<file path="src/sspi_pkg.sv">
// Constants, register map and carrier types of the serial port status,
// prescaler and interrupt-condition block.
// Assumes a 32-bit APB register bus and FIFOs of eight entries outside the block.
package sspi_pkg;

  // ==========================================================================
  // Register map (byte addresses)
  // ==========================================================================
  localparam logic [31:0] SSPI_CTRL0_OFF = 32'h4004_0000;
  localparam logic [31:0] SSPI_STAT_OFF = 32'h4004_000C;
  localparam logic [31:0] SSPI_PRESC_OFF = 32'h4004_0010;
  localparam logic [31:0] SSPI_MASK_OFF = 32'h4004_0014;
  localparam logic [31:0] SSPI_RAW_OFF = 32'h4004_0018;
  localparam logic [31:0] SSPI_MASKED_OFF = 32'h4004_001C;
  localparam logic [31:0] SSPI_CLR_OFF = 32'h4004_0020;

  // ==========================================================================
  // Field positions and reset values
  // ==========================================================================
  localparam int SSPI_ST_TX_EMPTY = 0;
  localparam int SSPI_ST_TX_NOT_FULL = 1;
  localparam int SSPI_ST_RX_NOT_EMPTY = 2;
  localparam int SSPI_ST_RX_FULL = 3;
  localparam int SSPI_ST_BUSY = 4;
  localparam int SSPI_RATE_LSB = 8;
  localparam int SSPI_IRQ_OVR = 0;
  localparam int SSPI_IRQ_TMO = 1;
  localparam int SSPI_IRQ_RXH = 2;
  localparam int SSPI_IRQ_TXH = 3;
  localparam int SSPI_NUM_IRQ = 4;
  localparam logic [7:0] SSPI_PRESC_RST = 8'h00;
  localparam logic [7:0] SSPI_RATE_RST = 8'h00;
  localparam logic [3:0] SSPI_MASK_RST = 4'h0;
  localparam logic [7:0] SSPI_PRESC_MIN = 8'h02;

  // ==========================================================================
  // FIFO geometry and timing counts
  // ==========================================================================
  localparam int SSPI_FIFO_DEPTH = 8;
  localparam logic [3:0] SSPI_FIFO_FULL = 4'h8;
  localparam logic [3:0] SSPI_FIFO_HALF = 4'h4;
  localparam logic [5:0] SSPI_TMO_BITS = 6'h20;

  // ==========================================================================
  // Carriers
  // ==========================================================================
  typedef struct packed {
    logic [3:0] tx_level;
    logic [3:0] rx_level;
    logic frame_active;
  } sspi_fifo_stat_t;

  typedef struct packed {
    logic tx_half;
    logic rx_half;
    logic timeout;
    logic overrun;
  } sspi_irq_t;

endpackage : sspi_pkg

</file>
<file path="src/sspi_status_prescale_irq.sv">
// Status flags, bit-clock prescaler and interrupt conditions of the serial
// port, as an APB slave.
// Assumes the frame engine and FIFOs run on pclk and report their levels,
// a frame-received strobe, a FIFO-read strobe and a slave bit tick.
`timescale 1ns/1ps
module sspi_status_prescale_irq
  import sspi_pkg::*;
(
  // Clock and reset
  input wire logic pclk,
  input wire logic presetn,
  // APB slave
  input wire logic psel,
  input wire logic penable,
  input wire logic pwrite,
  input wire logic [31:0] paddr,
  input wire logic [31:0] pwdata,
  output logic [31:0] prdata,
  output logic pready,
  output logic pslverr,
  // Frame engine and FIFO side
  input wire sspi_fifo_stat_t fifo_stat,
  input wire logic slave_mode,
  input wire logic slave_bit_tick,
  input wire logic rx_frame_done,
  input wire logic rx_fifo_read,
  // Bit clock and event outputs
  output logic bit_clk_en,
  output logic rx_overwrite,
  output logic irq
);

  // ==========================================================================
  // Address decode
  // ==========================================================================
  function automatic logic addr_is(input logic [31:0] addr, input logic [31:0] off);
    addr_is = (addr == off);
  endfunction : addr_is

  wire logic hit_ctrl0 = addr_is(paddr, SSPI_CTRL0_OFF);
  wire logic hit_stat = addr_is(paddr, SSPI_STAT_OFF);
  wire logic hit_presc = addr_is(paddr, SSPI_PRESC_OFF);
  wire logic hit_mask = addr_is(paddr, SSPI_MASK_OFF);
  wire logic hit_raw = addr_is(paddr, SSPI_RAW_OFF);
  wire logic hit_masked = addr_is(paddr, SSPI_MASKED_OFF);
  wire logic hit_clr = addr_is(paddr, SSPI_CLR_OFF);
  wire logic hit_any = hit_ctrl0 | hit_stat | hit_presc | hit_mask | hit_raw
                       | hit_masked | hit_clr;

  wire logic setup_ph = psel & ~penable;
  wire logic access_ph = psel & penable;
  wire logic wr_acc = access_ph & pwrite & hit_any;
  wire logic wr_ctrl0 = wr_acc & hit_ctrl0;
  wire logic wr_presc = wr_acc & hit_presc;
  wire logic wr_mask = wr_acc & hit_mask;
  wire logic wr_clr = wr_acc & hit_clr;

  // Zero wait states; an unmapped address is refused with an error.
  assign pready = 1'b1;
  assign pslverr = access_ph & ~hit_any;

  // ==========================================================================
  // Software registers
  // ==========================================================================
  logic [7:0] prescale_divisor_r;
  logic [7:0] clock_rate_factor_r;
  logic [3:0] interrupt_enable_mask_r;

  always_ff @(posedge pclk or negedge presetn)
  begin
    if (!presetn)
    begin
      prescale_divisor_r <= SSPI_PRESC_RST;
      clock_rate_factor_r <= SSPI_RATE_RST;
      interrupt_enable_mask_r <= SSPI_MASK_RST;
    end
    else
    begin
      if (wr_presc)
        prescale_divisor_r <= {pwdata[7:1], 1'b0};
      if (wr_ctrl0)
        clock_rate_factor_r <= pwdata[SSPI_RATE_LSB +: 8];
      if (wr_mask)
        interrupt_enable_mask_r <= pwdata[3:0];
    end
  end

  // ==========================================================================
  // Live status flags
  // ==========================================================================
  wire logic tx_fifo_empty = (fifo_stat.tx_level == 4'h0);
  wire logic tx_fifo_not_full = (fifo_stat.tx_level != SSPI_FIFO_FULL);
  wire logic rx_fifo_not_empty = (fifo_stat.rx_level != 4'h0);
  wire logic rx_fifo_full = (fifo_stat.rx_level == SSPI_FIFO_FULL);
  wire logic controller_busy = fifo_stat.frame_active | ~tx_fifo_empty;

  // The status word has no storage, so a write can never disturb it.
  wire logic [31:0] stat_word = {27'h0, controller_busy, rx_fifo_full,
                                 rx_fifo_not_empty, tx_fifo_not_full, tx_fifo_empty};

  // ==========================================================================
  // Prescaler and bit clock
  // ==========================================================================
  // A divisor below two never ticks, so an unprogrammed prescaler stalls
  // the bit clock instead of running it at a wrong rate.
  logic [7:0] presc_cnt_r;
  logic [7:0] rate_cnt_r;
  logic bit_clk_en_r;

  wire logic presc_ok = (prescale_divisor_r >= SSPI_PRESC_MIN);
  wire logic presc_run = presc_ok & ~slave_mode;
  wire logic presc_wrap = presc_run & (presc_cnt_r == prescale_divisor_r - 8'h01);
  wire logic rate_wrap = presc_wrap & (rate_cnt_r == clock_rate_factor_r);

  logic [7:0] presc_cnt_nxt;
  logic [7:0] rate_cnt_nxt;
  assign presc_cnt_nxt = (!presc_run || presc_wrap) ? 8'h00 : presc_cnt_r + 8'h01;
  assign rate_cnt_nxt = !presc_run ? 8'h00 :
                        rate_wrap ? 8'h00 :
                        presc_wrap ? rate_cnt_r + 8'h01 : rate_cnt_r;

  always_ff @(posedge pclk or negedge presetn)
  begin
    if (!presetn)
    begin
      presc_cnt_r <= 8'h00;
      rate_cnt_r <= 8'h00;
      bit_clk_en_r <= 1'b0;
    end
    else
    begin
      presc_cnt_r <= presc_cnt_nxt;
      rate_cnt_r <= rate_cnt_nxt;
      bit_clk_en_r <= rate_wrap;
    end
  end

  assign bit_clk_en = bit_clk_en_r;

  // ==========================================================================
  // Receive time-out
  // ==========================================================================
  // Master counts its own bit clock, slave counts the engine's bit tick, so
  // the period is 32 bits in either mode.
  logic [5:0] tmo_cnt_r;
  logic [5:0] tmo_cnt_nxt;
  wire logic bit_tick = slave_mode ? slave_bit_tick : bit_clk_en_r;
  wire logic tmo_hold = ~rx_fifo_not_empty | rx_fifo_read;
  wire logic tmo_hit = ~tmo_hold & bit_tick & (tmo_cnt_r == SSPI_TMO_BITS - 6'h01);

  assign tmo_cnt_nxt = tmo_hold ? 6'h00 :
                       (bit_tick && tmo_cnt_r != SSPI_TMO_BITS) ? tmo_cnt_r + 6'h01 :
                       tmo_cnt_r;

  // ==========================================================================
  // Interrupt conditions
  // ==========================================================================
  logic overrun_raw_r;
  logic timeout_raw_r;
  logic rx_overwrite_r;
  wire logic overrun_set = rx_frame_done & rx_fifo_full;
  wire logic overrun_clear = wr_clr & pwdata[SSPI_IRQ_OVR];
  wire logic timeout_clear = wr_clr & pwdata[SSPI_IRQ_TMO];

  always_ff @(posedge pclk or negedge presetn)
  begin
    if (!presetn)
    begin
      tmo_cnt_r <= 6'h00;
      overrun_raw_r <= 1'b0;
      timeout_raw_r <= 1'b0;
      rx_overwrite_r <= 1'b0;
    end
    else
    begin
      tmo_cnt_r <= tmo_cnt_nxt;
      rx_overwrite_r <= overrun_set;
      // A set in the same cycle as a clear wins.
      if (overrun_set)
        overrun_raw_r <= 1'b1;
      else if (overrun_clear)
        overrun_raw_r <= 1'b0;
      if (tmo_hit)
        timeout_raw_r <= 1'b1;
      else if (timeout_clear)
        timeout_raw_r <= 1'b0;
    end
  end

  assign rx_overwrite = rx_overwrite_r;

  sspi_irq_t raw_flags;
  assign raw_flags.overrun = overrun_raw_r;
  assign raw_flags.timeout = timeout_raw_r;
  assign raw_flags.rx_half = (fifo_stat.rx_level >= SSPI_FIFO_HALF);
  assign raw_flags.tx_half = (fifo_stat.tx_level <= SSPI_FIFO_HALF);

  wire logic [3:0] raw_vec = raw_flags;
  logic [3:0] masked_vec;

  genvar gi;
  generate
    for (gi = 0; gi < SSPI_NUM_IRQ; gi++)
    begin : g_mask
      assign masked_vec[gi] = raw_vec[gi] & interrupt_enable_mask_r[gi];
    end
  endgenerate

  logic irq_r;
  always_ff @(posedge pclk or negedge presetn)
  begin
    if (!presetn)
      irq_r <= 1'b0;
    else
      irq_r <= |masked_vec;
  end
  assign irq = irq_r;

  // ==========================================================================
  // Read data
  // ==========================================================================
  // Read data is captured in the setup cycle and held for the access cycle.
  logic [31:0] rd_mux;
  assign rd_mux = hit_stat ? stat_word :
                  hit_presc ? {24'h0, prescale_divisor_r} :
                  hit_ctrl0 ? {16'h0, clock_rate_factor_r, 8'h00} :
                  hit_mask ? {28'h0, interrupt_enable_mask_r} :
                  hit_raw ? {28'h0, raw_vec} :
                  hit_masked ? {28'h0, masked_vec} : 32'h0000_0000;

  always_ff @(posedge pclk or negedge presetn)
  begin
    if (!presetn)
      prdata <= 32'h0000_0000;
    else if (setup_ph)
      prdata <= pwrite ? 32'h0000_0000 : rd_mux;
  end

endmodule : sspi_status_prescale_irq

</file>
<file path="config.mk">
export PLATFORM = sky130hd
export DESIGN_NAME = sspi_status_prescale_irq
export DESIGN_NICKNAME = d
export VERILOG_FILES = /design/src/sspi_pkg.sv /design/src/sspi_status_prescale_irq.sv
export SDC_FILE = /design/constraint.sdc
export NUM_CORES = 1
export LEC_CHECK = 0
export ABC_AREA = 1
export BUFFER_PORTS_ARGS = -buffer_cell sky130_fd_sc_hd__buf_4
export CAP_MARGIN = 40
export CORE_MARGIN = 2
export CORE_UTILIZATION = 40
export DETAILED_ROUTE_END_ITERATION = 10
export SLEW_MARGIN = 20
export SYNTH_ARGS = -nofsm -noshare
export SYNTH_HDL_FRONTEND = slang
export SYNTH_SLANG_ARGS = --single-unit
</file>
<file path="constraint.sdc">
create_clock -name pclk -period 3 [get_ports pclk]
set_clock_uncertainty 0.1 [all_clocks]
set_input_delay 0.9 -clock pclk [delete_from_list [all_inputs] [get_ports pclk]]
set_output_delay 0.9 -clock pclk [all_outputs]
set_load 0.02 [all_outputs]
</file>
== After elaboration in Yosys (flattened, before gate mapping) ==
Cells that the tools add are included.

* Register bits: 78
* Word-level logic and storage cells: 95
* Bits of input ports: 82

* $add $sub $neg: 4
* Bitwise operators: 35
* Eq/ne operators: 14
* Reductions and logical operators: 9
* Magnitude comparators: 3
* Multiplexer cells: 18

{| class="wikitable"
|+ Operators by type and width
! kind !! number
|-
| $eq 32x31->1 const B || 7
|-
| $mux 16 || 4
|-
| $mux 8 || 4
|-
| $and 1x1->1 || 21
|-
| $add 8x1->8 const B || 2
|-
| $eq 8x8->1 || 2
|-
| $mux 4 || 3
|-
| $mux 6 || 2
|-
| $ge 8x2->1 const B || 1
|-
| $or 1x1->1 || 8
|-
| $sub 8x1->8 const B || 1
|-
| $add 6x1->6 const B || 1
|-
| $eq 6x5->1 const B || 1
|-
| $ne 6x6->1 const B || 1
|-
| $not 1->1 || 6
|-
| $reduce_bool 2->1 || 3
|-
| $mux 1 || 5
|-
| $eq 4x4->1 const B || 1
|-
| $ge 4x3->1 const B || 1
|-
| $le 4x3->1 const B || 1
|-
| $logic_not 4->1 || 1
|-
| $ne 4x4->1 const B || 1
|-
| $reduce_bool 4->1 || 1
|-
| $reduce_or 4->1 || 1
|-
| other kinds (4) || 4
|}

== Logic depth before layout (Yosys ltp) ==
* Word-level depth: 12
* Gate-level depth with buffers: 14

== Worst setup path before layout ==
No wires, ideal clock.

* Kind: input-to-output
* Start: input port paddr[6]
* End: output port pslverr
* Path slack: -0.160 ns
* Arrival time: 2.160 ns
* Cell stages on the path: 11
* Path through: inv_2 nand2_4 clkinv_2 nand3_2 nor2_2 nand3_2 nand2_2 nor2_4 nand2_8 buf_12 nor2_1

* Word-level cells in the longest chain between the ends: 9

{| class="wikitable"
|+ RTL lines
! element !! RTL line !! source
|-
| start, declared || sspi_status_prescale_irq.sv:16 || <nowiki>input wire logic [31:0] paddr,</nowiki>
|-
| $eq 32x31->1 || sspi_status_prescale_irq.sv:37 || <nowiki>addr_is = (addr == off);</nowiki>
|-
| $or 1x1->1 (4 in a row) || sspi_status_prescale_irq.sv:47 || <nowiki>wire logic hit_any = hit_ctrl0 | hit_stat | hit_presc | hit_mask | hit_raw</nowiki>
|-
| $or 1x1->1 || sspi_status_prescale_irq.sv:48 || <nowiki>| hit_masked | hit_clr;</nowiki>
|-
| $or 1x1->1 * || sspi_status_prescale_irq.sv:48 ||
|-
| $not 1->1 * || sspi_status_prescale_irq.sv:60 || <nowiki>assign pslverr = access_ph & ~hit_any;</nowiki>
|-
| $and 1x1->1 * || sspi_status_prescale_irq.sv:60 ||
|-
| end, declared || sspi_status_prescale_irq.sv:20 || <nowiki>output logic pslverr,</nowiki>
|}

Mark *: on every way between the ends. The rest lies on a longest branch, timed or not.

== Worst setup path after layout ==
* Start: input port paddr[26]
* End: output port pslverr

Same word-level chain as after synthesis.

==> results.ini <==
[run_status]
status=finished with violations
violations=negative setup slack

[global_routing]
antenna_found_initial=0
grt_pass1_wl_mm=17.7
track_usage_pct=19.5
grt_pass1_vias=3841
grt_overflow=0
grt_max_degree=63

[clocking]
postCtsHoldBufs=0
htreeDepth=3
max-clock-path-buffers=2
cts_root_buffer=clkbuf_8
insertion_delay_ns=0.34
cts_sinks=62
cts_buffers=9
clk_pin_slew_worst_paths_ns=0.07
cts_tree=done

[synth]
yosysSeqAreaShare_pct=37.0
syn_avg_cell_area_um2=7.40
synth-async-reset-ratio_pct=100
yosys_warnings=0
netlist_instances=567
yosys-top-cells-area=dfrtp_1, nand2_1, inv_1, nor2_1, nand3_1
synth-edff-count=0
synthFlopType=dfrtp_1
synth_top_area_share_pct=37.0
yosysUniqueCellTypes=45
yosysTopAreaCell=dfrtp_1
synth_seq_cells=62
syn_area_um2=4190

[cells_and_area]
syn2layout_area_growth_pct=33.1
fillers=967
design_area_um2=5580
antenna_cells=0
finalNonFillerCells=837
nNetsFinal=785
drive_gt1_share_pct=33.1

[pwr]
p_per_area_nw_per_um2=321
p_leak_nw=2.91
ir_worst_vdd_mv=0.264

[floorplanning]
die_h_um=106
rows=37
core_area_um2=10200
start_util_pct=41.0
io_pins=119
die_area_um2=11300
fp.dieW_um=106

[worst_setup_path]
worst_setup_path_start_kind=input pin
crit_required_ns=2.00
critPathCaptureType=primary output
worst-path-max-fanout=7
crit_type=in2out
critPathArrivalTime_ns=2.07

[place]
dp_cells=806
placed_cell_area_um2=5100
hpwlAfterDp_mm=7.97
place_congestion=0.871
port_buffers=85

[timing]
drv_slew=0
tightest_slew_ns=0.514
hold_viol=0
setup_viol=1
slew_headroom_pct=65.6
rsz0062_at_grt=true
layout_setup_ws_ns=-0.0741
period_needed_ns=3.07
clock.fmax_mhz=325
post-route-period-util_pct=102

[route]
drt-total-wl_mm=10.6
ant_nets=0
via_per_inst=4.75
drt-pass1-iter-count=4
wire_per_inst_um=12.6
num_vias=3974
drt_iter0_drc=148
drc=0

[hold_path]
holdCritPathClass=in2async

[job]
cap_viol_max_count=0

==> stage by stage <==
step	hold WS [ns]	utilization, %	setup WS [ns]	setup TNS [ns]	total power [mW]
6_report	0.268	54.6	-0.0741	-0.0741	1.79
5_1_grt	0.243	54.6	-0.149	-0.149	1.87
4_1_cts	0.376	52.9	-0.0524	-0.0524	1.78
3_5_place_dp	0.359	49.9	-0.153	-0.153	1.06
3_3_place_gp	0.354	49.9	-0.136	-0.136	1.06
2_1_floorplan	0.342	-	0.00551	0	0.959
==> power by group <==
group | internal, mW | total [mW] | switching (mW)
Clock | 0.396 | 0.718 | 0.322
Sequential | 0.840 | 0.845 | 0.00461
Combinational | 0.102 | 0.226 | 0.124
==> cell families after synthesis <==
kind of cell	count (synthesis)	share of synthesized area (%)
muxes	1	0.268
other	2	0.179
adders and majority gates	6	1.79
and+or+nand+nor	305	36.8
DFF	62	37.0
buffers and inverters	115	12.3
AOI/OAI and AO/OA	54	7.16
xor gates and xnor gates	22	4.59
==> worst max-delay path: stages <==
cell	delay (ns)
buf_4	0.11
inv_2	0.06
nand2_2	0.06
nor2_2	0.11
nand2_2	0.09
nor2_8	0.21
nand2_4	0.09
a21oi_4	0.14
nor2_4	0.07
nand2_8	0.07
nor2_4	0.04
buf_6	0.13
==> what timing repair did <==
action | CTS | global route
buffers inserted | 12 | 4
endpoints found under the setup margin | 1 | 2
pin swaps | 6 | 25
gates resized for setup | 9 | 45
==> metal layers <==
metal | track usage, % | routed length, um | part of all wire, % | vias up
li1 | - | - | - | 2036
met4 | 4.70 | 128 | 1.2 | 0
met3 | 4.17 | 468 | 4.4 | 10
met5 | 0 | 0 | 0 | -
met2 | 33.2 | 5260 | 50 | 79
met1 | 25.2 | 4700 | 45 | 1849
==> layout by cell type, fill, tap and decap left out, types with 2 or more instances in the layout <==
master / instances
dfrtp_1: 62
a31oi_1: 2
nand2_1: 123
clkinv_1: 2
xnor2_1: 10
clkbuf_8: 10
nand3b_1: 3
o21ai_1: 20
ha_1: 6
nand2_4: 4
nor2_8: 3
clkinv_2: 5
nor3_4: 3
nand3_4: 6
conb_1: 17
nor2_2: 10
nand4_1: 25
buf_6: 11
nor2_4: 9
xor2_1: 12
nand2_2: 14
inv_2: 28
inv_4: 5
nor2_1: 50
buf_4: 115
a21oi_1: 11
o21ai_0: 11
inv_1: 56
nor3_1: 7
nand3_1: 42
==> final timing paths <==
kind	cells after the start	start	slack, ns	endpoint
max in group asynchronous	2	presetn	2.05	clock_rate_factor_r[7]
max	12	paddr[26]	-0.07	pslverr
max reg2reg	10	prescale_divisor_r[1]	0.91	rate_cnt_r[1]
min reg2reg	2	prescale_divisor_r[2]	0.38	prescale_divisor_r[2]
min in group pclk	2	prescale_divisor_r[2]	0.38	prescale_divisor_r[2]
min	1	presetn	0.27	rate_cnt_r[0]
==> synth_stat cells, types with 6 or more instances <==
master     n
nand2_1  132
inv_1     68
dfrtp_1   62
nor2_1    57
nand3_1   42
nand4_1   25
inv_2     21
o21ai_1   20
buf_4     17
a21oi_1   12
xor2_1    12
o21ai_0   11
xnor2_1   10
nor2_2     8
nor3_1     8
nand2_2    7
ha_1       6
==> sequential cells by signal, summed over array words and instances (netlist names) <==
name	flops
bit_clk_en	1
prescale_divisor_r	7
tmo_cnt_r	6
rate_cnt_r	8
presc_cnt_r	8
overrun_raw_r	1
irq	1
clock_rate_factor_r	8
timeout_raw_r	1
interrupt_enable_mask_r	4
rx_overwrite	1
prdata	16
==> cell type report <==
type / count / area [um2] / area share [%]
multi-input cells: 405 / 2300 / 41.2
flip-flops and latches: 62 / 1550 / 27.8
repair buffers: 127 / 1010 / 18.2
inverters: 92 / 359 / 6.43
well taps: 136 / 170 / 3.05
clock buffers: 10 / 138 / 2.47
clock inverters: 5 / 50.0 / 0.897
No activity file was read; power rests on OpenSTA's default activity.
